`config.mk`:
```
export PLATFORM = sky130hd
export DESIGN_NAME = usfb_top
export DESIGN_NICKNAME = d
export VERILOG_FILES = /design/src/usfb_pkg.sv /design/src/usfb_top.sv /design/src/usfb_baud.sv
export SDC_FILE = /design/constraint.sdc
export NUM_CORES = 1
export LEC_CHECK = 0
export BUFFER_PORTS_ARGS = -buffer_cell sky130_fd_sc_hd__buf_2
export CORE_ASPECT_RATIO = 0.7
export CORE_MARGIN = 2
export CORE_UTILIZATION = 38
export CTS_CLUSTER_DIAMETER = 60
export DETAILED_ROUTE_END_ITERATION = 6
export GPL_TIMING_DRIVEN = 0
export SYNTH_ARGS = -nofsm -noshare
export SYNTH_HDL_FRONTEND = slang
export SYNTH_HIERARCHICAL = 1
export SYNTH_SLANG_ARGS = --single-unit
```
`constraint.sdc`:
```
create_clock -name aclk -period 5.2 [get_ports aclk]
set_clock_uncertainty 0.15 [all_clocks]
set_input_delay 0.26 -clock aclk [delete_from_list [all_inputs] [get_ports aclk]]
set_output_delay 0.26 -clock aclk [all_outputs]
set_load 0.01 [all_outputs]
```
`src/usfb_pkg.sv`:
```
/*
 * Package of the serial frame and baud block: register offsets, field
 * positions, reset values and frame types.
 * Assumes a 32-bit AXI4-Lite register bus, each register one aligned word.
 */
package usfb_pkg;

    // Register byte offsets
    localparam logic [5:0] OFS_CTRL_A    = 6'h00;
    localparam logic [5:0] OFS_CTRL_B    = 6'h04;
    localparam logic [5:0] OFS_FRAME     = 6'h08;
    localparam logic [5:0] OFS_BAUD_LO   = 6'h0C;
    localparam logic [5:0] OFS_BAUD_HI   = 6'h10;
    localparam logic [5:0] OFS_TX_DATA   = 6'h14;
    localparam logic [5:0] OFS_RX_DATA   = 6'h18;
    localparam logic [5:0] OFS_IRQ_STS   = 6'h1C;
    localparam logic [5:0] OFS_IRQ_MASK  = 6'h20;

    // Field positions
    localparam int BIT_RX_FULL   = 7;
    localparam int BIT_TX_IDLE   = 5;
    localparam int BIT_FRAME_ERR = 4;
    localparam int BIT_PAR_ERR   = 2;
    localparam int BIT_DBL       = 1;
    localparam int BIT_RX_EN     = 4;
    localparam int BIT_TX_EN     = 3;
    localparam int BIT_SIZE_HI   = 2;

    // Reset values
    localparam logic [7:0] RST_FRAME  = 8'h06;
    localparam logic [7:0] RST_ZERO   = 8'h00;

    // Oversampling: last count and mid-bit count per speed
    localparam logic [3:0] OS_LAST_NORM = 4'hF;
    localparam logic [3:0] OS_LAST_DBL  = 4'h7;
    localparam logic [3:0] OS_MID_NORM  = 4'h7;
    localparam logic [3:0] OS_MID_DBL   = 4'h3;

    // Parity mode codes
    localparam logic [1:0] PAR_OFF  = 2'h0;
    localparam logic [1:0] PAR_EVEN = 2'h2;
    localparam logic [1:0] PAR_ODD  = 2'h3;

    // AXI responses
    localparam logic [1:0] RESP_OKAY   = 2'h0;
    localparam logic [1:0] RESP_SLVERR = 2'h2;

    // Frame configuration as software set it
    typedef struct packed {
        logic       sync;
        logic [1:0] pmode;
        logic       two_stop;
        logic [2:0] size;
        logic       pol;
        logic       dbl;
    } usfb_cfg_t;

    // Interrupt events, also the layout of status and mask
    typedef struct packed {
        logic frame_err;
        logic par_err;
        logic tx_done;
        logic rx_done;
    } usfb_evt_t;

    typedef enum logic [2:0] {
        TX_IDLE  = 3'b000,
        TX_START = 3'b001,
        TX_DATA  = 3'b010,
        TX_PAR   = 3'b011,
        TX_STOP1 = 3'b100,
        TX_STOP2 = 3'b101,
        TX_END   = 3'b110
    } usfb_tx_t;

    typedef enum logic [2:0] {
        RX_IDLE  = 3'b000,
        RX_START = 3'b001,
        RX_DATA  = 3'b010,
        RX_PAR   = 3'b011,
        RX_STOP  = 3'b100
    } usfb_rx_t;

endpackage : usfb_pkg

```
`src/usfb_top.sv`:
```
/*
 * Serial frame and baud block: AXI4-Lite registers, transmitter with
 * parity and stop bits, receiver with parity check, baud prescaler,
 * synchronous clock out and one level interrupt.
 * Assumes line inputs synchronous to aclk; the sync clock is driven here.
 */
// Functional notes
// RULE1 - Parity field: 00 off, 01 reserved, 10 even, 11 odd, both ways
// RULE2 - With parity on, transmitter appends computed parity automatically
// RULE3 - With parity on, receiver checks parity and flags mismatch per character
// RULE4 - Stop select 0 sends one stop bit, 1 sends two
// RULE5 - Receiver ignores stop select; it affects only the transmitter
// RULE6 - Size code 000..011 gives 5..8 bits, 111 gives 9; others reserved
// RULE7 - Sync polarity 0: data changes rising, sampled falling; 1 reverses
// RULE8 - Software keeps polarity zero in asynchronous mode
// RULE9 - Divisor is 12 bits: four in high byte, eight in low byte
// RULE10 - Writing low byte reloads prescaler; high byte write alone does not
// RULE11 - Software changes divisor only while the line is idle
// RULE12 - High byte bits 7:4 read zero; software writes zeros there
// RULE13 - Double speed in asynchronous mode divides by 8 instead of 16
// RULE14 - Async bit period is clock period times factor times divisor plus one
`timescale 1ns/10ps
`default_nettype none

module usfb_top
    import usfb_pkg::*;
#(
    parameter int ADDR_W = 6
) (
    // Clock and reset
    input  wire logic              aclk,
    input  wire logic              aresetn,
    // AXI4-Lite write
    input  wire logic [ADDR_W-1:0] s_axi_awaddr,
    input  wire logic              s_axi_awvalid,
    output var  logic              s_axi_awready,
    input  wire logic [31:0]       s_axi_wdata,
    input  wire logic [3:0]        s_axi_wstrb,
    input  wire logic              s_axi_wvalid,
    output var  logic              s_axi_wready,
    output var  logic [1:0]        s_axi_bresp,
    output var  logic              s_axi_bvalid,
    input  wire logic              s_axi_bready,
    // AXI4-Lite read
    input  wire logic [ADDR_W-1:0] s_axi_araddr,
    input  wire logic              s_axi_arvalid,
    output var  logic              s_axi_arready,
    output var  logic [31:0]       s_axi_rdata,
    output var  logic [1:0]        s_axi_rresp,
    output var  logic              s_axi_rvalid,
    input  wire logic              s_axi_rready,
    // Serial line
    output var  logic              tx_line,
    input  wire logic              rx_line,
    output var  logic              sync_serial_clock,
    // Interrupt
    output var  logic              irq
);

    if (ADDR_W < 6) begin : g_chk
        $error("ADDR_W too small for the register map");
    end

    function automatic logic [3:0] size_bits(input logic [2:0] code);
        unique case (code)
            3'b000:  size_bits = 4'h5;
            3'b001:  size_bits = 4'h6;
            3'b010:  size_bits = 4'h7;
            3'b111:  size_bits = 4'h9;
            default: size_bits = 4'h8; // Reserved codes run as 8 bits
        endcase
    endfunction : size_bits

    function automatic logic par_of(input logic [8:0] d,
                                    input logic [2:0] code,
                                    input logic odd);
        logic [8:0] m;
        m = 9'h1FF >> (4'h9 - size_bits(code));
        par_of = (^(d & m)) ^ odd;
    endfunction : par_of

    ////////////////////////////////////////////////////////////////////////
    // Registers
    logic [7:0]  baud_lo_r;
    logic [3:0]  baud_hi_r;
    usfb_cfg_t   cfg_r;
    logic        rx_en_r, tx_en_r;
    usfb_evt_t   sts_r, mask_r, evt;
    logic [8:0]  rx_data_r;
    logic        rx_full_r, par_err_r, frame_err_r;
    logic        tick;

    // AXI write side: address and data taken in either order
    logic [ADDR_W-1:0] awaddr_r;
    logic [31:0]       wdata_r;
    logic [3:0]        wstrb_r;
    wire  do_wr  = !s_axi_awready && !s_axi_wready && !s_axi_bvalid;
    wire  [5:0] wa = {awaddr_r[5:2], 2'b00};
    wire  wr_b0  = do_wr && wstrb_r[0];
    wire  wr_lo  = wr_b0 && (wa == OFS_BAUD_LO);
    wire  wr_hi  = wr_b0 && (wa == OFS_BAUD_HI);
    wire  wr_tx  = wr_b0 && (wa == OFS_TX_DATA);
    wire  wr_hit = (wa <= OFS_IRQ_MASK) && (wa != OFS_RX_DATA);

    always_ff @(posedge aclk) begin
        if (!aresetn) begin
            s_axi_awready <= 1'b1;
            s_axi_wready  <= 1'b1;
            s_axi_bvalid  <= 1'b0;
            s_axi_bresp   <= RESP_OKAY;
            awaddr_r      <= '0;
            wdata_r       <= '0;
            wstrb_r       <= '0;
        end else begin
            if (s_axi_awvalid && s_axi_awready) begin
                s_axi_awready <= 1'b0;
                awaddr_r      <= s_axi_awaddr;
            end
            if (s_axi_wvalid && s_axi_wready) begin
                s_axi_wready <= 1'b0;
                wdata_r      <= s_axi_wdata;
                wstrb_r      <= s_axi_wstrb;
            end
            if (do_wr) begin
                s_axi_bvalid <= 1'b1;
                s_axi_bresp  <= wr_hit ? RESP_OKAY : RESP_SLVERR;
            end
            if (s_axi_bvalid && s_axi_bready) begin
                s_axi_bvalid  <= 1'b0;
                s_axi_awready <= 1'b1;
                s_axi_wready  <= 1'b1;
            end
        end
    end

    // Control registers; the high byte keeps only its four live bits
    always_ff @(posedge aclk) begin
        if (!aresetn) begin
            baud_lo_r <= RST_ZERO;
            baud_hi_r <= '0;
            // Field by field: a plain cast would misplace the frame bits
            cfg_r     <= '{sync: RST_FRAME[6], pmode: RST_FRAME[5:4],
                           two_stop: RST_FRAME[3],
                           size: {1'b0, RST_FRAME[2:1]},
                           pol: RST_FRAME[0], dbl: 1'b0};
            rx_en_r   <= 1'b0;
            tx_en_r   <= 1'b0;
            mask_r    <= '0;
        end else if (wr_b0) begin
            if (wa == OFS_BAUD_LO)  baud_lo_r <= wdata_r[7:0];
            if (wa == OFS_BAUD_HI)  baud_hi_r <= wdata_r[3:0]; // [RULE12]
            if (wa == OFS_FRAME) begin
                cfg_r.sync     <= wdata_r[6];
                cfg_r.pmode    <= wdata_r[5:4];                // [RULE1]
                cfg_r.two_stop <= wdata_r[3];
                cfg_r.size[1:0] <= wdata_r[2:1];
                cfg_r.pol      <= wdata_r[0];
            end
            if (wa == OFS_CTRL_A)   cfg_r.dbl <= wdata_r[BIT_DBL];
            if (wa == OFS_CTRL_B) begin
                cfg_r.size[2] <= wdata_r[BIT_SIZE_HI];          // [RULE6]
                rx_en_r       <= wdata_r[BIT_RX_EN];
                tx_en_r       <= wdata_r[BIT_TX_EN];
            end
            if (wa == OFS_IRQ_MASK) mask_r <= usfb_evt_t'(wdata_r[3:0]);
        end
    end

    // Only a low byte write reloads; a lone high byte write is taken at the next count wrap
    // The low byte lands on the reload edge, so pass the new byte through
    wire  [11:0] baud_div = {baud_hi_r, wr_lo ? wdata_r[7:0] : baud_lo_r};
    usfb_baud #(.DIV_W(12)) u_baud (
        .aclk    (aclk),
        .aresetn (aresetn),
        .divisor (baud_div),               // [RULE9]
        .reload  (wr_lo),                  // [RULE10]
        .tick    (tick)
    );

    ////////////////////////////////////////////////////////////////////////
    // Bit timing; double speed has no effect in sync mode
    wire  dbl_eff  = cfg_r.dbl && !cfg_r.sync;
    wire  [3:0] os_last = dbl_eff ? OS_LAST_DBL : OS_LAST_NORM; // [RULE13]
    wire  [3:0] os_mid  = dbl_eff ? OS_MID_DBL : OS_MID_NORM;
    wire  lead_edge = tick && (sync_serial_clock == cfg_r.pol); // [RULE7]
    wire  trail_edge = tick && (sync_serial_clock != cfg_r.pol);
    logic [3:0] tx_os_r, rx_os_r;
    wire  tx_adv = cfg_r.sync ? lead_edge : tick && (tx_os_r == os_last);
    wire  rx_smp = cfg_r.sync ? trail_edge : tick && (rx_os_r == os_mid);

    always_ff @(posedge aclk) begin
        if (!aresetn) begin
            sync_serial_clock <= 1'b0;
        end else if (cfg_r.sync && tick) begin
            sync_serial_clock <= !sync_serial_clock;
        end else if (!cfg_r.sync) begin
            sync_serial_clock <= cfg_r.pol;                     // [RULE8]
        end
    end

    ////////////////////////////////////////////////////////////////////////
    // Transmitter
    usfb_tx_t   tx_st_r;
    logic [8:0] tx_sh_r;
    logic [3:0] tx_cnt_r;
    logic       tx_par_r;
    wire  tx_load = wr_tx && tx_en_r && (tx_st_r == TX_IDLE);
    wire  tx_last = (tx_cnt_r == size_bits(cfg_r.size) - 4'h1);

    always_ff @(posedge aclk) begin
        if (!aresetn) begin
            tx_st_r  <= TX_IDLE;
            tx_sh_r  <= '0;
            tx_cnt_r <= '0;
            tx_par_r <= 1'b0;
            tx_os_r  <= '0;
            tx_line  <= 1'b1;
        end else if (tx_load) begin
            tx_st_r  <= TX_START;
            tx_sh_r  <= {wdata_r[8] && wstrb_r[1], wdata_r[7:0]};
            tx_par_r <= par_of({wdata_r[8] && wstrb_r[1], wdata_r[7:0]},
                               cfg_r.size, cfg_r.pmode[0]);     // [RULE2]
            tx_os_r  <= '0;
        end else if (tx_st_r != TX_IDLE) begin
            if (tick) tx_os_r <= (tx_os_r == os_last) ? 4'h0 : tx_os_r + 4'h1;
            if (tx_adv) begin
                unique case (tx_st_r)
                    TX_START: begin
                        tx_line  <= 1'b0;
                        tx_cnt_r <= '0;
                        tx_st_r  <= TX_DATA;
                    end
                    TX_DATA: begin
                        tx_line  <= tx_sh_r[0];
                        tx_sh_r  <= {1'b0, tx_sh_r[8:1]};
                        tx_cnt_r <= tx_cnt_r + 4'h1;
                        if (tx_last)                            // [RULE6]
                            tx_st_r <= cfg_r.pmode[1] ? TX_PAR : TX_STOP1;
                    end
                    TX_PAR: begin
                        tx_line <= tx_par_r;                    // [RULE2]
                        tx_st_r <= TX_STOP1;
                    end
                    TX_STOP1: begin
                        tx_line <= 1'b1;
                        tx_st_r <= cfg_r.two_stop ? TX_STOP2 : TX_END; // [RULE4]
                    end
                    TX_STOP2: begin
                        tx_line <= 1'b1;
                        tx_st_r <= TX_END;
                    end
                    default: tx_st_r <= TX_IDLE; // End of last stop bit
                endcase
            end
        end
    end

    ////////////////////////////////////////////////////////////////////////
    // Receiver: checks only the first stop bit
    usfb_rx_t   rx_st_r;
    logic [8:0] rx_sh_r;
    logic [3:0] rx_cnt_r;
    logic       rx_par_r;
    wire  [3:0] rx_n    = size_bits(cfg_r.size);
    wire  [8:0] rx_word = rx_sh_r >> (4'h9 - rx_n);
    wire  rx_bad_par = cfg_r.pmode[1] &&
                       (rx_par_r != par_of(rx_word, cfg_r.size, cfg_r.pmode[0]));
    wire  rx_done = rx_smp && (rx_st_r == RX_STOP);
    wire  [5:0] ra = {s_axi_araddr[5:2], 2'b00};
    wire  rd_take = s_axi_arvalid && s_axi_arready;
    wire  rd_rx   = rd_take && (ra == OFS_RX_DATA);
    wire  rd_sts  = rd_take && (ra == OFS_IRQ_STS);

    always_ff @(posedge aclk) begin
        if (!aresetn || !rx_en_r) begin
            rx_st_r <= RX_IDLE;
            rx_sh_r <= '0;
            rx_cnt_r <= '0;
            rx_par_r <= 1'b0;
            rx_os_r <= '0;
        end else begin
            if (tick) rx_os_r <= (rx_os_r == os_last) ? 4'h0 : rx_os_r + 4'h1;
            unique case (rx_st_r)
                RX_IDLE: begin
                    rx_cnt_r <= '0;
                    if (!cfg_r.sync && !rx_line) begin
                        rx_st_r <= RX_START;
                        rx_os_r <= '0;
                    end else if (cfg_r.sync && rx_smp && !rx_line) begin
                        rx_st_r <= RX_DATA;
                    end
                end
                RX_START: if (rx_smp) rx_st_r <= rx_line ? RX_IDLE : RX_DATA;
                RX_DATA: if (rx_smp) begin
                    rx_sh_r  <= {rx_line, rx_sh_r[8:1]};
                    rx_cnt_r <= rx_cnt_r + 4'h1;
                    if (rx_cnt_r == rx_n - 4'h1)
                        rx_st_r <= cfg_r.pmode[1] ? RX_PAR : RX_STOP;
                end
                RX_PAR: if (rx_smp) begin
                    rx_par_r <= rx_line;
                    rx_st_r  <= RX_STOP;
                end
                default: if (rx_smp) rx_st_r <= RX_IDLE; // [RULE5]
            endcase
        end
    end

    // Flags belong to the character in the data register
    always_ff @(posedge aclk) begin
        if (!aresetn || !rx_en_r) begin
            rx_data_r   <= '0;
            rx_full_r   <= 1'b0;
            par_err_r   <= 1'b0;
            frame_err_r <= 1'b0;
        end else if (rx_done) begin
            rx_data_r   <= rx_word;
            rx_full_r   <= 1'b1;
            par_err_r   <= rx_bad_par;                          // [RULE3]
            frame_err_r <= !rx_line;
        end else if (rd_rx) begin
            rx_full_r <= 1'b0;
        end
    end

    ////////////////////////////////////////////////////////////////////////
    // Interrupts: new events beat a clearing read
    assign evt.rx_done   = rx_done;
    assign evt.tx_done   = tx_adv && (tx_st_r == TX_END);
    assign evt.par_err   = rx_done && rx_bad_par;               // [RULE3]
    assign evt.frame_err = rx_done && !rx_line;

    always_ff @(posedge aclk) begin
        if (!aresetn) begin
            sts_r <= '0;
            irq   <= 1'b0;
        end else begin
            sts_r <= (rd_sts ? usfb_evt_t'(4'h0) : sts_r) | evt;
            irq   <= |(sts_r & mask_r);
        end
    end

    ////////////////////////////////////////////////////////////////////////
    // AXI read side; one cycle from address to data
    wire [7:0] ctrl_a = {rx_full_r, 1'b0, tx_st_r == TX_IDLE, frame_err_r,
                         1'b0, par_err_r, cfg_r.dbl, 1'b0};
    wire [7:0] ctrl_b = {3'h0, rx_en_r, tx_en_r, cfg_r.size[2], 2'h0};
    wire [7:0] frame  = {1'b0, cfg_r.sync, cfg_r.pmode, cfg_r.two_stop,
                         cfg_r.size[1:0], cfg_r.pol};
    wire rd_hit = (ra <= OFS_IRQ_MASK) && (ra != OFS_TX_DATA);
    logic [31:0] rmux;

    always_comb begin
        unique case (ra)
            OFS_CTRL_A:   rmux = {24'h0, ctrl_a};
            OFS_CTRL_B:   rmux = {24'h0, ctrl_b};
            OFS_FRAME:    rmux = {24'h0, frame};
            OFS_BAUD_LO:  rmux = {24'h0, baud_lo_r};
            OFS_BAUD_HI:  rmux = {28'h0, baud_hi_r};            // [RULE12]
            OFS_RX_DATA:  rmux = {23'h0, rx_data_r};
            OFS_IRQ_STS:  rmux = {28'h0, sts_r};
            OFS_IRQ_MASK: rmux = {28'h0, mask_r};
            default:      rmux = 32'h0;
        endcase
    end

    always_ff @(posedge aclk) begin
        if (!aresetn) begin
            s_axi_arready <= 1'b1;
            s_axi_rvalid  <= 1'b0;
            s_axi_rdata   <= '0;
            s_axi_rresp   <= RESP_OKAY;
        end else if (rd_take) begin
            s_axi_arready <= 1'b0;
            s_axi_rvalid  <= 1'b1;
            s_axi_rdata   <= rmux;
            s_axi_rresp   <= rd_hit ? RESP_OKAY : RESP_SLVERR;
        end else if (s_axi_rvalid && s_axi_rready) begin
            s_axi_rvalid  <= 1'b0;
            s_axi_arready <= 1'b1;
        end
    end

    ////////////////////////////////////////////////////////////////////////
    // Checks
    par_bit_a: assert property ( // [RULE2]
        @(posedge aclk) disable iff (!aresetn)
        (tx_st_r == TX_PAR && tx_adv) |=> tx_line == $past(tx_par_r))
        else $error("parity bit not sent");
    par_off_a: assert property ( // [RULE1]
        @(posedge aclk) disable iff (!aresetn)
        (tx_st_r == TX_DATA && tx_adv && tx_last && !cfg_r.pmode[1])
        |=> tx_st_r == TX_STOP1)
        else $error("parity sent while disabled");
    par_flag_a: assert property ( // [RULE3]
        @(posedge aclk) disable iff (!aresetn)
        rx_done |=> par_err_r == $past(rx_bad_par) && sts_r.rx_done)
        else $error("parity error flag wrong");
    stop_two_a: assert property ( // [RULE4]
        @(posedge aclk) disable iff (!aresetn)
        (tx_st_r == TX_STOP1 && tx_adv)
        |=> tx_st_r == ($past(cfg_r.two_stop) ? TX_STOP2 : TX_END))
        else $error("stop bit count wrong");
    size_cnt_a: assert property ( // [RULE6]
        @(posedge aclk) disable iff (!aresetn)
        (tx_st_r == TX_DATA) |-> tx_cnt_r < size_bits(cfg_r.size))
        else $error("too many data bits");
    sync_edge_a: assert property ( // [RULE7]
        @(posedge aclk) disable iff (!aresetn)
        (cfg_r.sync && tx_st_r != TX_IDLE && $changed(tx_line)
         && $stable(cfg_r)) |-> sync_serial_clock != cfg_r.pol)
        else $error("data changed on sampling edge");
    hi_zero_a: assert property ( // [RULE12]
        @(posedge aclk) disable iff (!aresetn)
        (rd_take && ra == OFS_BAUD_HI) |=> s_axi_rdata[31:4] == 28'h0)
        else $error("reserved baud bits read nonzero");
    irq_level_a: assert property (
        @(posedge aclk) disable iff (!aresetn)
        (|(sts_r & mask_r)) |=> irq)
        else $error("interrupt not raised");
    dbl_span_a: assert property ( // [RULE13]
        @(posedge aclk) disable iff (!aresetn)
        (!cfg_r.sync && cfg_r.dbl && tx_st_r != TX_IDLE) |-> tx_os_r <= 4'h7)
        else $error("double speed divider wrong");

endmodule : usfb_top

`default_nettype wire

```
`src/usfb_baud.sv`:
```
/*
 * Baud prescaler: a down counter that pulses once every divisor+1 clocks.
 * Assumes the divisor is stable except when reload is pulsed.
 */
`timescale 1ns/10ps
`default_nettype none

module usfb_baud
    import usfb_pkg::*;
#(
    parameter int DIV_W = 12
) (
    // Clock and reset
    input  wire logic             aclk,
    input  wire logic             aresetn,
    // Divisor control
    input  wire logic [DIV_W-1:0] divisor,
    input  wire logic             reload,
    // Prescaled tick
    output var  logic             tick
);

    logic [DIV_W-1:0] cnt_r;
    wire              cnt_zero = (cnt_r == '0);

    always_ff @(posedge aclk) begin
        if (!aresetn) begin
            cnt_r <= '0;
            tick  <= 1'b0;
        end else if (reload) begin
            cnt_r <= divisor;                           // [RULE10]
            tick  <= 1'b0;
        end else begin
            cnt_r <= cnt_zero ? divisor : cnt_r - 1'b1; // [RULE14]
            tick  <= cnt_zero;
        end
    end

    reload_take_a: assert property ( // [RULE10]
        @(posedge aclk) disable iff (!aresetn)
        reload |=> (cnt_r == $past(divisor)) && !tick)
        else $error("prescaler did not reload");

endmodule : usfb_baud

`default_nettype wire

```
# After elaboration in Yosys (flattened, before gate mapping)
# Cells that the tools add are included.
# Widths: inputs -> output; s select.
# totals
register_bits	159
out_inout_bits	44
input_bits	56
# classes
bitwise	8
muxes	51
eq_ne	44
order_cmp	2
add_sub_neg	8
shifts	3
n_reduce_logical	79
# op_table
cell	n
$pmux 9 s8	1
$mux 4	10
$mux 9	4
$logic_and 1x1->1	31
$mux 3	10
$mux 12	2
$eq 4x3->1 const B	5
$reduce_and 2->1	10
$and 9x9->9	2
$reduce_xor 9->1	2
$shr 9x4->9 const A	2
$add 4x1->4 const B	4
$eq 4x2->1 const B	4
$eq 4x4->1	4
$pmux 4 s2	2
$pmux 4 s4	1
$reduce_bool 2->1	8
$eq 3x2->1 const B	5
$eq 3x3->1 const B	5
$pmux 3 s5	1
$mux 1	13
$le 6x6->1 const B	2
$logic_not 12->1	1
$logic_not 6->1	2
other kinds (32)	64

# Depth between registers and ports, before layout
# depth
word_depth	14
mapped_depth	16
ltp_nobuf	12

# Hierarchy
# Netlist, hierarchy kept.
# modules_own_cells
mod	cells_each	area_per_inst_um2	n_inst	seq_area_each_um2
usfb_top	841	6718.9	1	2382.3
usfb_baud	79	665.6	1	260.2

# Worst setup path before layout
# No wires, ideal clock.
# synth_timing
path_kind	flip-flop to flip-flop
from	reg cfg_r[2] in the netlist's numbering
to	reg sts_r[2] in the netlist's numbering
t_arrival_ps	3097
path_slack_ps	1831
required_ps	4928
path_stages_with_launch	17
path_cell_list	dfxtp_1 > buf_6 > buf_12 > buf_6 > xor2_1 > and2_1 > inv_1 > ha_1 > clkbuf_2 > nand2b_1 > mux2_4 > a2111oi_4 > xnor2_1 > xnor2_2 > xnor2_1 > nor3_1 > a311o_1
# synth_between
elab_chain_cells	11
# synth_rtl
item	line_no	rtl
from (decl)	usfb_top.sv:86	usfb_cfg_t cfg_r;
from (signal assigned)	usfb_top.sv:142	cfg_r <= '{sync: RST_FRAME[6], pmode: RST_FRAME[5:4],
$eq 3x3->1, or another cell as far along	usfb_top.sv:65	unique case (code)
$pmux 4 s4 (*)	usfb_top.sv:65	
$sub 4x4->4 (*)	usfb_top.sv:78, usfb_top.sv:265	
$shr 9x4->9, on equally long branches	usfb_top.sv:265, usfb_top.sv:78	
$and 9x9->9 (*)	usfb_top.sv:79	par_of = (^(d & m)) ^ odd;
$reduce_xor 9->1 (*)	usfb_top.sv:79	
$xor 1x1->1 (*)	usfb_top.sv:79	
$ne 1x1->1 (*)	usfb_top.sv:267	(rx_par_r != par_of(rx_word, cfg_r.size, cfg_r.pmode[0]));
$logic_and 1x1->1 (*)	usfb_top.sv:266	wire rx_bad_par = cfg_r.pmode[1] &&
$logic_and 1x1->1 (*)	usfb_top.sv:330	assign evt.par_err = rx_done && rx_bad_par;
$or 4x4->4 (*)	usfb_top.sv:338	sts_r <= (rd_sts ? usfb_evt_t'(4'h0) : sts_r) | evt;
to (signal assigned)	usfb_top.sv:338	
to (decl)	usfb_top.sv:88	usfb_evt_t sts_r, mask_r, evt;
# Mark *: on every way between the ends. The rest lies on a longest branch, timed or not.
# A chain may end at the register's enable or synchronous reset.

# Worst setup path in the final report
# Ends and elaborated chain as after synthesis.

==> results.md <==
- Status: finished, final reports clean
- Max cap viols: 0
- CP required: 5.36 ns
- ANT cells: 0
- Synth cell types: 81
- Crit Path Category: flip-flop to flip-flop
- Cells after Synth: 920
- Area of the multi-input gates: 0.00428 sq mm
- Top cells by count, synth: nand2_1 (139), dfxtp_1 (132), nor2_1 (96), a21oi_1 (80), mux2i_1 (43)
- Minimum clock period: 3.76 ns
- Vias in the first global route: 6057
- Final wirelength: 21700 um
- Number of setup violations in the final report: 0
- #FFs+latches synth: 132
- Clk root buf: clkbuf_16
- Sw Ratio: 27.3%
- Synth area leaders: dfxtp_1 (36%), nand2_1 (7.1%), mux2i_1 (5.8%), a21oi_1 (5.4%), nor2_1 (4.9%)
- Slew Viols, Final: 0
- Pleak: 3.51 nW
- CTS tree: yes
- Post-CTS Resized: 0
- CP Launch Type: flip-flop
- Largest family of logic cells by synthesized area: simple AND/OR/NAND/NOR gates
- Global-route wire length before repair: 33700 um
- Final setup TNS: 0 ns
- Crit. End Element: flip-flop
- Internal power: 0.00206 W
- Post-synth top flop: dfxtp_1
- Most frequent cell after synthesis: nand2_1
- Layout Nets: 1098
- FF/Latch Area: 0.00264 sq mm
- Max Freq: 0.266 GHz
- Worst hold path type: input pin to flip-flop
- Clock Power Share: 45.7%
- Yosys warns: 6
- Vias: 6840
- Vias per cell: 5.23
- Seq pwr share: 39.4%
- Synth Area in Simple Gates: 24.2%
- H-Tree Depth: 4
- Die Area: 0.0206 sq mm
- Post-synth top area share: 35.8%
- Clk_lat worst skew: 0.43 ns
- DRC Markers: 0
- Crit path arrival time: 3.92 ns
- Pin count of the biggest net entering global routing: 17
- Setup slack, reg-to-reg: 1.44 ns
- # IOs: 100
- Final number of hold-violating endpoints: 0
- Drt initial violations: 644
- Initial Utilization: 38.9%
- Logic pwr share: 14.8%
- Post-synthesis compound-gate area fraction: 17.0%
- Slew HR: 36.4%
- Cts bufs inserted: 17
- Hold buffer count at cts: 22
- Per-cell routed wire length: 16.6 um
- Final ANT Viol Nets: 0
- Sequential element share of the synthesized area: 35.8%
- PwrDens: 319 mW/mm^2
- P&R area growth vs syn: 20.3%
- Unrepaired setup endpoints after global routing: no
- Fin util: 46.8%
- Tot GR Track Use: 21.5%
- Clock transition at path regs: 0.06 ns
- Ys async rst share: 0%
- Rows: 42
- Post-CTS Setup Bufs: 0
- Post-Synth Adder-Cell Area: 2.03%
- Leading area contributor after synthesis: dfxtp_1
- Die extent in y: 121 um
- Syn Area/Cell: 8.03 sq um
- Share of layout cells above drive strength 1: 14.2%
- Core Area: 0.0190 sq mm
- Slew at the pin closest to its max-slew limit: 0.946 ns
- Fin crit share: 72.3%
- Initial antenna violation count: 0
- Post-synthesis mux area share: 8.01%
- Final Wtd Congestion: 0.936
- Critical Path Fanout Max: 10
- CTS Sinks: 132
- Number of enable flip-flop cells after synthesis: 0
- Post-Syn Area: 0.00738 sq mm
- Longest Clk Path Bufs: 2
- Worst vdd ir: 0.216 mV
- Die width: 171 um
- Number of I/O port buffers: 45
- Sw power: 0.000775 W
- XOR/XNOR share of the synthesized area: 5.39%
- Fill count: 1903
- Detailed placement HPWL: 15900 um
- Drt first pass iters: 5
- Total congestion overflow: 0
-- critical path: stages (launching register included) --
cell,delay [ns]
dfxtp_1,0.36
buf_6,0.17
buf_12,0.14
buf_6,0.17
xor2_1,0.15
and2_1,0.19
inv_1,0.09
ha_1,0.19
clkbuf_2,0.17
nand2b_1,0.17
mux2_4,0.33
a311oi_1,0.23
a31oi_1,0.14
xnor2_1,0.41
xnor2_1,0.19
nor3_1,0.08
a311o_1,0.32
-- flip-flops by register name, summed over array words and instances (netlist names), 2 cells and up --
name / cells
wstrb_r: 2
s_axi_rdata: 9
tx_cnt_r: 4
awaddr_r: 4
mask_r: 4
rx_data_r: 9
baud_lo_r: 8
tx_os_r: 4
rx_cnt_r: 4
tx_st_r: 3
rx_sh_r: 9
cfg_r: 9
tx_sh_r: 9
wdata_r: 9
u_baud/cnt_r: 12
baud_hi_r: 4
rx_os_r: 4
sts_r: 4
rx_st_r: 3
-- final cells by class --
type                            instances  area share (%)
Buffer                                 82            5.37
Clock buffer                           17            4.79
Timing Repair Buffer                   67            5.02
Clock inverter                         15            2.31
Multi-Input combinational cell        709            48.2
Inverter                               21           0.888
Tap cell                              264            3.72
Sequential cell                       132            29.8
-- power by group through the flow --
stage          Clock (W)  Sequential [W]  Combinational, W
2_1_floorplan          0         0.00112          0.000310
3_3_place_gp           0         0.00114          0.000399
3_5_place_dp           0         0.00114          0.000401
4_1_cts          0.00131         0.00112          0.000416
5_1_grt          0.00135         0.00113          0.000465
6_report         0.00130         0.00112          0.000421
-- through the flow --
stage / cells / setup WS [ns] / area (sq um) / hold slack (ns) / total power, W
3_5_place_dp: 1253 / 1.46 / 8030 / 0.294 / 0.00154
5_1_grt: 1307 / 1.15 / 8880 / 0.145 / 0.00294
3_3_place_gp: 1253 / 1.50 / 8030 / 0.288 / 0.00153
2_1_floorplan: 944 / 1.83 / 7470 / 0.210 / 0.00143
6_report: 1307 / 1.44 / 8880 / 0.122 / 0.00284
4_1_cts: 1307 / 1.44 / 8880 / 0.103 / 0.00284
-- per-layer routing --
layer	GRT usage (%)	routed length, um
met5	0	0
met3	4.98	1810
met2	28.8	8370
met4	6.57	314
met1	33.2	11200
-- kinds of logic (layout without fill, tap and decap cells) --
| logic type | after synthesis | in the layout |
|---|---|---|
| AND/OR/NAND/NOR | 379 | 379 |
| other | 1 | 25 |
| buffers and inverters | 103 | 202 |
| multiplexers | 53 | 53 |
| XOR/XNOR | 42 | 42 |
| flip-flops | 132 | 132 |
| adder cells (fa/ha/maj) | 12 | 12 |
| AO/OA/AOI/OAI | 198 | 198 |
-- placed cells by master, fill, tap and decap left out, types with 4 or more instances in the layout --
cell	netlist	final
conb_1	1	25
bufinv_16	0	4
and2_1	18	18
o22ai_1	7	7
o21ai_1	4	4
nor2_1	96	96
clkinvlp_4	0	6
nand3_1	30	30
xor2_1	11	11
a211oi_1	12	12
dfxtp_1	132	132
a21oi_1	80	80
xnor2_1	27	27
nand2_1	139	139
nand2b_1	13	13
mux4_2	4	4
a22oi_1	13	13
o21ai_0	34	34
nor3_1	25	25
mux2_2	4	4
o211ai_1	4	4
nand4_1	6	6
clkbuf_16	0	17
buf_2	7	52
dlygate4sd3_1	0	22
ha_1	12	12
or3_1	6	6
inv_1	18	18
clkbuf_1	39	39
nor2b_1	17	17
buf_4	26	26
a32oi_1	4	4
a31oi_1	5	5
mux2i_1	43	43
buf_6	6	6
-- final timing paths --
| path | from | endpoint | cells after the start |
|---|---|---|---|
| max | cfg_r[2]$_SDFFE_PN1P_ | sts_r[2]$_SDFF_PN0_ | 16 |
| min reg2reg | s_axi_rdata[8]$_SDFFE_PN0P_ | s_axi_rdata[8]$_SDFFE_PN0P_ | 2 |
| min | s_axi_araddr[5] | s_axi_rdata[6]$_SDFFE_PN0P_ | 4 |
| max reg2reg | cfg_r[2]$_SDFFE_PN1P_ | sts_r[2]$_SDFF_PN0_ | 16 |
Power figures use the tool's default switching activity.
